===== config.mk =====
export PLATFORM = sky130hd
export DESIGN_NAME = numerically_controlled_osc
export DESIGN_NICKNAME = d
export VERILOG_FILES = /design/src/nco_pkg.sv /design/src/numerically_controlled_osc.sv
export SDC_FILE = /design/constraint.sdc
export NUM_CORES = 1
export LEC_CHECK = 0
export BUFFER_PORTS_ARGS = -buffer_cell sky130_fd_sc_hd__buf_2
export CAP_MARGIN = 20
export CORE_MARGIN = 5
export CORE_UTILIZATION = 58
export DETAILED_ROUTE_END_ITERATION = 12
export PLACE_DENSITY = 0.81
export REMOVE_ABC_BUFFERS = 1
export SYNTH_ARGS = -nofsm -noshare
export SYNTH_HDL_FRONTEND = slang
export SYNTH_SLANG_ARGS = --single-unit

===== constraint.sdc =====
create_clock -name core_clk -period 3.1 [get_ports core_clk]
set_clock_uncertainty 0.05 [all_clocks]
set_input_delay 0.155 -clock core_clk [delete_from_list [all_inputs] [get_ports core_clk]]
set_output_delay 0.155 -clock core_clk [all_outputs]
set_load 0.03 [all_outputs]

===== src/nco_pkg.sv =====
package nco_pkg;

   localparam int ACC_W = 20;
   localparam int DATA_W = 32;
   localparam int ADDR_W = 8;

   // Register byte addresses
   localparam logic [7:0] OFS_CONTROL   = 8'h00;
   localparam logic [7:0] OFS_CLOCK_CFG = 8'h04;
   localparam logic [7:0] OFS_ACC_LOW   = 8'h08;
   localparam logic [7:0] OFS_ACC_HIGH  = 8'h0C;
   localparam logic [7:0] OFS_ACC_UPPER = 8'h10;
   localparam logic [7:0] OFS_INC_LOW   = 8'h14;
   localparam logic [7:0] OFS_INC_HIGH  = 8'h18;
   localparam logic [7:0] OFS_INC_UPPER = 8'h1C;
   localparam logic [7:0] OFS_IRQ       = 8'h20;

   // Control register fields
   localparam int CTL_ENABLE_BIT = 7;
   localparam int CTL_OUT_BIT    = 5;
   localparam int CTL_INVERT_BIT = 4;
   localparam int CTL_PULSE_BIT  = 0;

   // Clock configuration fields
   localparam int CFG_PWS_LSB = 5;
   localparam int CFG_CKS_LSB = 0;
   localparam int SEL_W       = 3;

   // Interrupt register fields
   localparam int IRQ_FLAG_BIT   = 0;
   localparam int IRQ_ENABLE_BIT = 1;
   localparam int IRQ_PERIPH_BIT = 2;
   localparam int IRQ_GLOBAL_BIT = 3;

   localparam logic [7:0]  BYTE_ZERO = 8'h00;
   localparam logic [31:0] WORD_ZERO = 32'h0000_0000;
   localparam logic [ACC_W-1:0] ACC_ZERO = 20'h0_0000;

   // Buffered increment load: ticks from the low byte write to the load
   localparam logic [1:0] LOAD_TICKS = 2'h2;
   localparam logic [1:0] LOAD_LAST  = 2'h1;

   typedef enum logic [2:0] {
      CKS_FAST_OSC   = 3'b000,
      CKS_SYSTEM     = 3'b001,
      CKS_LOGIC_CELL = 3'b010
   } clock_source_e;

endpackage


===== src/numerically_controlled_osc.sv =====
`timescale 1ns/1ps
// Function
// RULE1: 20-bit accumulator, readable and writable bytewise
// RULE2: Each selected clock edge adds increment
// RULE3: Adder carry is the raw overflow
// RULE4: Three-bit field picks the input clock
// RULE5: 20-bit increment in low, high, upper bytes
// RULE6: Enabled: low write loads buffers, second edge
// RULE7: Software writes upper, high before low
// RULE8: Disabled: increment writes load buffers immediately
// RULE9: Control bit 7 enables the module
// RULE10: Fixed duty mode toggles output per overflow
// RULE11: Control bit 0 clear selects fixed duty
// RULE12: Pulse mode: active next edge, N periods
// RULE13: Control bit 0 set selects pulse mode
// RULE14: Pulse width field sets active periods
// RULE15: Pulse longer than interval keeps output active
// RULE16: Polarity bit 4 inverts final output
// RULE17: Polarity change with interrupts on flags
// RULE18: Read-only bit 5 shows final output
// RULE19: Overflow sets flag; request needs four enables
// RULE20: Software clears flag; hardware never does
// RULE21: Reset clears every register to zero
// RULE22: Runs in sleep; holds fast oscillator on
// RULE23: Clock-domain crossings are synchronised safely
module numerically_controlled_osc #(
   parameter int PWS_W = 3
) (
   // Clock and reset
   input  wire logic        core_clk,
   input  wire logic        rstn,
   // APB slave
   input  wire logic        psel,
   input  wire logic        penable,
   input  wire logic        pwrite,
   input  wire logic [7:0]  paddr,
   input  wire logic [31:0] pwdata,
   output logic             pready,
   output logic [31:0]      prdata,
   output logic             pslverr,
   // Clock sources from outside this domain
   input  wire logic        fast_osc_clk,
   input  wire logic        logic_cell_output,
   // Results
   output logic             nco_out,
   output logic             overflow_event,
   output logic             fast_osc_keep_on
);

   localparam int W = nco_pkg::ACC_W;
   localparam int PCNT_W = (1 << PWS_W) + 1;

   initial begin
      if (PWS_W < 1 || PWS_W > 4) begin
         $error("PWS_W must be 1 to 4");
      end
      // Byte lanes assume the accumulator spans exactly three bytes
      if (W <= 16 || W > 24) begin
         $error("Accumulator width must be 17 to 24");
      end
      // A zero countdown would never load the buffers
      if (nco_pkg::LOAD_TICKS == 2'h0) begin
         $error("Load delay must be at least one tick");
      end
   end

   // Pulse length in input clock periods: 1, 2, 4 ... per field value
   function automatic logic [PCNT_W-1:0] pulse_periods(input logic [PWS_W-1:0] sel);
      logic [PCNT_W-1:0] one;
      one = {{(PCNT_W-1){1'b0}}, 1'b1};
      pulse_periods = one << sel;
   endfunction

   function automatic logic [7:0] byte_of(input logic [W-1:0] v, input int idx);
      logic [23:0] wide;
      wide = {{(24-W){1'b0}}, v};
      byte_of = wide[idx*8 +: 8];
   endfunction

   // Registers
   logic [7:0]         control_reg;
   logic [7:0]         clock_cfg_reg;
   logic [W-1:0]       acc_reg;
   logic [W-1:0]       inc_reg;
   logic [W-1:0]       inc_buf_reg;
   logic [1:0]         load_wait_reg;
   logic               flag_reg;
   logic               irq_en_reg;
   logic               periph_en_reg;
   logic               global_en_reg;
   logic               raw_reg;
   logic               pulse_pend_reg;
   logic [PCNT_W-1:0]  pulse_cnt_reg;
   logic [1:0]         fast_sync_reg;
   logic [1:0]         cell_sync_reg;
   logic               fast_last_reg;
   logic               cell_last_reg;

   logic               enabled;
   logic               inverted;
   logic               pulse_mode;
   logic [PWS_W-1:0]   pws;
   logic [2:0]         cks;
   logic               tick;
   logic [W:0]         sum;
   logic               carry;
   logic               wr_en;
   logic               setup;
   logic               ints_on;
   logic               final_next;
   logic               invert_change;
   // Write strobes, one per register
   logic               wr_control;
   logic               wr_clock_cfg;
   logic               wr_acc_low;
   logic               wr_acc_high;
   logic               wr_acc_upper;
   logic               wr_inc_low;
   logic               wr_inc_high;
   logic               wr_inc_upper;
   logic               wr_irq;
   // Read path assembled ahead of the answer flop
   logic [7:0]         rd_byte;
   logic               rd_miss;

   assign enabled    = control_reg[nco_pkg::CTL_ENABLE_BIT];   // [RULE9]
   assign inverted   = control_reg[nco_pkg::CTL_INVERT_BIT];
   assign pulse_mode = control_reg[nco_pkg::CTL_PULSE_BIT];    // [RULE11] [RULE13]
   assign pws        = clock_cfg_reg[nco_pkg::CFG_PWS_LSB +: PWS_W];
   assign cks        = clock_cfg_reg[nco_pkg::CFG_CKS_LSB +: nco_pkg::SEL_W];
   assign setup      = psel && !penable;
   assign wr_en      = psel && penable && pwrite && pready;
   assign ints_on    = irq_en_reg && periph_en_reg && global_en_reg;

   // Decode once so every process agrees on which register is hit
   assign wr_control   = wr_en && paddr == nco_pkg::OFS_CONTROL;
   assign wr_clock_cfg = wr_en && paddr == nco_pkg::OFS_CLOCK_CFG;
   assign wr_acc_low   = wr_en && paddr == nco_pkg::OFS_ACC_LOW;
   assign wr_acc_high  = wr_en && paddr == nco_pkg::OFS_ACC_HIGH;
   assign wr_acc_upper = wr_en && paddr == nco_pkg::OFS_ACC_UPPER;
   assign wr_inc_low   = wr_en && paddr == nco_pkg::OFS_INC_LOW;
   assign wr_inc_high  = wr_en && paddr == nco_pkg::OFS_INC_HIGH;
   assign wr_inc_upper = wr_en && paddr == nco_pkg::OFS_INC_UPPER;
   assign wr_irq       = wr_en && paddr == nco_pkg::OFS_IRQ;

   // Outside clocks: two flops, then edge detect reads only the second
   always_ff @(posedge core_clk or negedge rstn) begin
      if (!rstn) begin
         fast_sync_reg <= 2'h0;
         cell_sync_reg <= 2'h0;
         fast_last_reg <= 1'b0;
         cell_last_reg <= 1'b0;
      end else begin
         fast_sync_reg <= {fast_sync_reg[0], fast_osc_clk};      // [RULE23]
         cell_sync_reg <= {cell_sync_reg[0], logic_cell_output}; // [RULE23]
         fast_last_reg <= fast_sync_reg[1];
         cell_last_reg <= cell_sync_reg[1];
      end
   end

   // Rising edge of the selected source; system clock ticks every cycle
   always_comb begin
      case (cks)                                                 // [RULE4]
         nco_pkg::CKS_FAST_OSC:   tick = fast_sync_reg[1] && !fast_last_reg;
         nco_pkg::CKS_SYSTEM:     tick = 1'b1;
         nco_pkg::CKS_LOGIC_CELL: tick = cell_sync_reg[1] && !cell_last_reg;
         default:                 tick = 1'b0;
      endcase
   end

   assign sum   = {1'b0, acc_reg} + {1'b0, inc_buf_reg};
   assign carry = enabled && tick && sum[W];                     // [RULE3]

   // Read mux; unused bits read as zero, but clock configuration bits 4 and 3 read back as written; status bit 5 shows the live output
   always_comb begin
      rd_byte = nco_pkg::BYTE_ZERO;
      rd_miss = 1'b0;
      if (paddr == nco_pkg::OFS_CONTROL) begin
         rd_byte                       = control_reg;
         rd_byte[nco_pkg::CTL_OUT_BIT] = nco_out;                // [RULE18]
      end else if (paddr == nco_pkg::OFS_CLOCK_CFG) begin
         rd_byte = clock_cfg_reg;
      end else if (paddr == nco_pkg::OFS_ACC_LOW) begin
         rd_byte = byte_of(acc_reg, 0);                          // [RULE1]
      end else if (paddr == nco_pkg::OFS_ACC_HIGH) begin
         rd_byte = byte_of(acc_reg, 1);
      end else if (paddr == nco_pkg::OFS_ACC_UPPER) begin
         rd_byte = byte_of(acc_reg, 2);
      end else if (paddr == nco_pkg::OFS_INC_LOW) begin
         rd_byte = byte_of(inc_reg, 0);                          // [RULE5]
      end else if (paddr == nco_pkg::OFS_INC_HIGH) begin
         rd_byte = byte_of(inc_reg, 1);
      end else if (paddr == nco_pkg::OFS_INC_UPPER) begin
         rd_byte = byte_of(inc_reg, 2);
      end else if (paddr == nco_pkg::OFS_IRQ) begin
         rd_byte[nco_pkg::IRQ_FLAG_BIT]   = flag_reg;
         rd_byte[nco_pkg::IRQ_ENABLE_BIT] = irq_en_reg;
         rd_byte[nco_pkg::IRQ_PERIPH_BIT] = periph_en_reg;
         rd_byte[nco_pkg::IRQ_GLOBAL_BIT] = global_en_reg;
      end else begin
         rd_miss = 1'b1;
      end
   end

   // APB handshake: one wait-free access phase, answer registered
   always_ff @(posedge core_clk or negedge rstn) begin
      if (!rstn) begin
         pready  <= 1'b0;
         prdata  <= nco_pkg::WORD_ZERO;
         pslverr <= 1'b0;
      end else begin
         pready  <= setup;
         pslverr <= setup && rd_miss;
         if (setup) begin
            prdata <= {24'h00_0000, rd_byte};
         end
      end
   end

   // Control and configuration; control bits 6, 5 and 3 to 1 never stored
   always_ff @(posedge core_clk or negedge rstn) begin
      if (!rstn) begin
         control_reg   <= nco_pkg::BYTE_ZERO;                    // [RULE21]
         clock_cfg_reg <= nco_pkg::BYTE_ZERO;
      end else begin
         if (wr_control) begin
            // Status bit is not stored: it always shows the live output
            control_reg                          <= nco_pkg::BYTE_ZERO; // [RULE18]
            control_reg[nco_pkg::CTL_ENABLE_BIT] <= pwdata[nco_pkg::CTL_ENABLE_BIT];
            control_reg[nco_pkg::CTL_INVERT_BIT] <= pwdata[nco_pkg::CTL_INVERT_BIT];
            control_reg[nco_pkg::CTL_PULSE_BIT]  <= pwdata[nco_pkg::CTL_PULSE_BIT];
         end
         if (wr_clock_cfg) begin
            clock_cfg_reg <= pwdata[7:0];
         end
      end
   end

   // Software-visible increment bytes
   always_ff @(posedge core_clk or negedge rstn) begin
      if (!rstn) begin
         inc_reg <= nco_pkg::ACC_ZERO;
      end else if (wr_inc_low) begin
         inc_reg[7:0] <= pwdata[7:0];                            // [RULE5]
      end else if (wr_inc_high) begin
         inc_reg[15:8] <= pwdata[7:0];
      end else if (wr_inc_upper) begin
         inc_reg[W-1:16] <= pwdata[W-17:0];
      end
   end

   // Hidden buffers; enabled updates rely on high and upper being written first
   always_ff @(posedge core_clk or negedge rstn) begin
      if (!rstn) begin
         inc_buf_reg   <= nco_pkg::ACC_ZERO;
         load_wait_reg <= 2'h0;
      end else if (!enabled) begin
         load_wait_reg <= 2'h0;
         if (wr_inc_low) begin
            inc_buf_reg[7:0] <= pwdata[7:0];                     // [RULE8]
         end else if (wr_inc_high) begin
            inc_buf_reg[15:8] <= pwdata[7:0];                    // [RULE8]
         end else if (wr_inc_upper) begin
            inc_buf_reg[W-1:16] <= pwdata[W-17:0];               // [RULE8]
         end
      end else if (wr_inc_low) begin
         // Counting selected ticks, not core cycles, keeps the load in step
         load_wait_reg <= nco_pkg::LOAD_TICKS;                   // [RULE6] [RULE7]
      end else if (tick && load_wait_reg != 2'h0) begin
         load_wait_reg <= load_wait_reg - 2'h1;
         if (load_wait_reg == nco_pkg::LOAD_LAST) begin
            inc_buf_reg <= inc_reg;                              // [RULE6]
         end
      end
   end

   // Accumulator: a software byte write wins over the addition
   always_ff @(posedge core_clk or negedge rstn) begin
      if (!rstn) begin
         acc_reg <= nco_pkg::ACC_ZERO;
      end else if (wr_acc_low) begin
         acc_reg[7:0] <= pwdata[7:0];                            // [RULE1]
      end else if (wr_acc_high) begin
         acc_reg[15:8] <= pwdata[7:0];
      end else if (wr_acc_upper) begin
         acc_reg[W-1:16] <= pwdata[W-17:0];
      end else if (enabled && tick) begin
         acc_reg <= sum[W-1:0];                                  // [RULE2]
      end
   end

   // Output shaping before polarity
   always_ff @(posedge core_clk or negedge rstn) begin
      if (!rstn) begin
         raw_reg        <= 1'b0;
         pulse_pend_reg <= 1'b0;
         pulse_cnt_reg  <= '0;
      end else if (!enabled) begin
         raw_reg        <= 1'b0;
         pulse_pend_reg <= 1'b0;
         pulse_cnt_reg  <= '0;
      end else if (!pulse_mode) begin
         pulse_pend_reg <= 1'b0;
         pulse_cnt_reg  <= '0;
         if (carry) begin
            raw_reg <= !raw_reg;                                 // [RULE10]
         end
      end else if (tick) begin
         pulse_pend_reg <= carry;
         if (pulse_pend_reg) begin
            // Retrigger while active keeps the output high
            raw_reg       <= 1'b1;                               // [RULE12] [RULE15]
            pulse_cnt_reg <= pulse_periods(pws) - 1'b1;          // [RULE14]
         end else if (pulse_cnt_reg != '0) begin
            pulse_cnt_reg <= pulse_cnt_reg - 1'b1;
         end else begin
            raw_reg <= 1'b0;                                     // [RULE12]
         end
      end
   end

   assign final_next    = raw_reg ^ inverted;                    // [RULE16]
   assign invert_change = wr_control &&
                          (pwdata[nco_pkg::CTL_INVERT_BIT] != inverted);

   // Interrupt enables
   always_ff @(posedge core_clk or negedge rstn) begin
      if (!rstn) begin
         irq_en_reg    <= 1'b0;
         periph_en_reg <= 1'b0;
         global_en_reg <= 1'b0;
      end else if (wr_irq) begin
         irq_en_reg    <= pwdata[nco_pkg::IRQ_ENABLE_BIT];
         periph_en_reg <= pwdata[nco_pkg::IRQ_PERIPH_BIT];
         global_en_reg <= pwdata[nco_pkg::IRQ_GLOBAL_BIT];
      end
   end

   // Flag: hardware set wins over a software clear in the same cycle
   always_ff @(posedge core_clk or negedge rstn) begin
      if (!rstn) begin
         flag_reg <= 1'b0;
      end else if (carry || (invert_change && ints_on)) begin
         flag_reg <= 1'b1;                                       // [RULE19] [RULE17]
      end else if (wr_irq) begin
         // Writing one leaves the flag alone, so a lost clear is never invented
         flag_reg <= flag_reg && pwdata[nco_pkg::IRQ_FLAG_BIT];  // [RULE20]
      end
   end

   // Registered outputs
   always_ff @(posedge core_clk or negedge rstn) begin
      if (!rstn) begin
         nco_out          <= 1'b0;
         overflow_event   <= 1'b0;
         fast_osc_keep_on <= 1'b0;
      end else begin
         nco_out          <= final_next;                         // [RULE16]
         overflow_event   <= enabled && flag_reg && ints_on;     // [RULE19]
         // Source must not stop in sleep while we run from it
         fast_osc_keep_on <= enabled && cks == nco_pkg::CKS_FAST_OSC; // [RULE22]
      end
   end

endmodule


==> flow_summary.ini <==
[power]
switching_share_pct = 25.6
fin_total_pwr_mw = 2.72
ir_worst_vdd_v = 0.000243
comb_power_share_pct = 10.3
power_frac_seq_pct = 52.6
cellLeakagePower_nw = 3.08
p_int_mw = 2.03
p_per_area_nw_per_um2 = 400
power.share.clock_pct = 37.1
p_switching_mw = 0.698

[route]
drc = 0
wire_per_inst_um = 19.4
drt_iter0_drc = 518
wirelength_mm = 16.5
vias = 5309
vias_per_cell = 6.25
drtPass1Iterations = 5
ant_nets = 0

[grt]
grt_pass1_vias = 5211
grt_pass1_wl_mm = 27.0
grt_antenna_before_repair = 0
grt_usage_pct = 26.2
grt_overflow = 0
grt_max_degree = 108

[synthesis]
syn-mean-instance-area_sq_um = 9.35
synth_edf_count = 0
seq_area_frac_synth_pct = 42.4
synth_ff_type = dfrtp_1
async_flop_share_pct = 100
synthesis.instances = 676
syn-cell-area_sq_um = 6320
synth-seq-cells = 107
ys_types = 64
ys_warn_count = 0

[floorplan]
die_x_um = 114
initial_utilization_pct = 58.8
core_area_sq_um = 10700
design.die.area_sq_um = 13100
top_level_ports = 84
dieHeight_um = 114
rows = 38

[timing]
fin_crit_ns = 2.85
drv_slew = 0
layout_setup_ws_ns = 0.247
rsz0062_at_grt = false
finalCritPeriodShare_pct = 92.0
hold_viol_final = 0
fmax_ghz = 0.350
fin_tns_setup_ns = 0
fin_hold_ws_ns = 0.0238
tightest_slew_ns = 0.880
setup-violations-final = 0
slew-limit-headroom_pct = 40.8

[cells_and_area]
syn2layout_area_growth_pct = 7.80
n_fill_cell = 888
antenna_cells = 0
final_nets = 778
final_cells = 850
final_layout_size_suffix_gt1_share_pct = 15.5
stdcell_area_sq_um = 6820
post-route-util_pct = 63.4

[setup_path]
cp_common_cell = a21oi_1
critPathCaptureType = register
worstSetupStartpoint = acc_reg[8]
path_max_fanout = 4
startpoint_type = register
r2r_start = acc_reg[8]
rr_worst_depth = 9
slowest_stage = dfrtp_1
rrSetupSlack_ns = 0.25
cp-endpoint = flag_reg
path_class = reg -> reg
cpPeakStageDelay_ns = 0.41
required_ns = 3.32
regToRegEndpoint = flag_reg
crit_chain = ha_1 > a21oi_1 > a21boi_0 > or4_1 > a21o_1 > a41oi_1 > o21ai_0 > a21oi_1 > o211ai_1
worstPathArrival_ns = 3.07

[clock_network]
cts_buffer_depth = 2
clkSinkCount = 107
cts_tree = built
htreeDepth = 3
insertion_delay_ns = 0.39
numCtsBuffers = 9
clkTransAtPathRegs_ns = 0.10
root_buffer = clkbuf_8
post_cts_buffers = 0

[run_status]
status = finished clean

[placed_design]
dp_slack_ns = 0.286
dpl.cell_count = 832
place_congestion = 0.920
placed_area_sq_um = 6560
io_buffer_count = 35
dp_hpwl_mm = 12.0

[worst_hold_path]
worstHoldPathType = in -> reg

[job]
maxCapViolations = 0
-- cell usage in the layout (no fill, tap or decap), drive strengths merged, types with 5 or more instances in the layout --
cell type / count
nand2: 52
a21oi: 69
xnor2: 12
mux2: 39
conb: 24
nor2: 66
clkbuf: 9
a21o: 10
o22ai: 5
a211oi: 5
xor2: 10
o21ai: 46
mux2i: 11
buf: 49
ha: 24
nand2b: 13
a22oi: 12
a31oi: 16
nor3: 12
dfrtp: 107
and3: 8
or3: 8
nand3: 14
inv: 13
nor2b: 13
-- cell type report --
class                           count  area (sq um)  share of cell area [%]
Timing Repair Buffer               52           325                    4.77
Multi-Input combinational cell    523          3360                    49.3
Tap cell                          140           175                    2.57
Inverter                           13          48.8                   0.716
Clock inverter                      6           105                    1.54
Clock buffer                        9           124                    1.82
Sequential cell                   107          2680                    39.3
-- worst max-delay path, delay by kind of cell, from the launching register on --
family          cells  cell delay [ns]
compound gates      7             1.50
flops               1             0.41
fa+ha+maj           1             0.36
simple gates        1             0.41
-- layer usage --
layer | wire length [um] | track usage [%]
met5 | 0 | 0
met4 | 565 | 11.2
met3 | 1170 | 4.33
met2 | 7860 | 42.4
met1 | 6910 | 34.8
-- synthesized netlist by cell type (all sizes together), types with 10 or more instances --
master | count | area (sq um)
a21o | 10 | 75.1
a21oi | 69 | 353
a22oi | 12 | 90.1
a31oi | 16 | 100
buf | 37 | 251
clkbuf | 19 | 71.3
dfrtp | 107 | 2680
ha | 24 | 300
inv | 13 | 48.8
mux2 | 39 | 439
mux2i | 11 | 110
nand2 | 52 | 195
nand2b | 13 | 81.3
nand3 | 14 | 70.1
nor2 | 66 | 248
nor2b | 13 | 81.3
nor3 | 12 | 71.3
o21ai | 46 | 230
xnor2 | 12 | 105
xor2 | 10 | 87.6
-- kinds of logic after synthesis --
kind of cell,Yosys count,share of synthesized area [%]
other,1,0.0593
adders and majority gates,25,5.07
muxes,50,8.69
AOI/OAI and AO/OA,194,18.7
DFF,107,42.4
buffers and inverters,69,5.88
and+or+nand+nor,208,16.2
xor gates and xnor gates,22,3.05
-- power groups by stage --
stage	registers (mW)	clock network [mW]	logic, mW
after floorplan	1.46	0	0.154
after global placement	1.46	0	0.265
after detailed placement	1.46	0	0.273
after CTS	1.43	1.03	0.277
after global routing	1.43	1.08	0.307
final	1.43	1.01	0.280
-- timing repair --
| item | CTS | global route |
|---|---|---|
| hold buffers | 3 | 0 |
| gates resized for setup | 0 | 1 |
| endpoints found under the hold margin | 109 | 0 |
| setup endpoints to repair | 0 | 2 |
-- how the worst min path moves through the flow --
stage	from	endpoint	slack [ns]	depth (start not counted)
2_1_floorplan	rstn	acc_reg[0]	-0.19	0
3_3_place_gp	fast_osc_clk	fast_sync_reg[0]	0.21	1
3_5_place_dp	fast_osc_clk	fast_sync_reg[0]	0.22	1
4_1_cts	pwdata[7]	inc_reg[7]	0.01	3
5_1_grt	pwdata[7]	inc_reg[7]	0.03	3
6_report	pwdata[7]	inc_reg[7]	0.02	3
(Power assumes the default switching activity.)
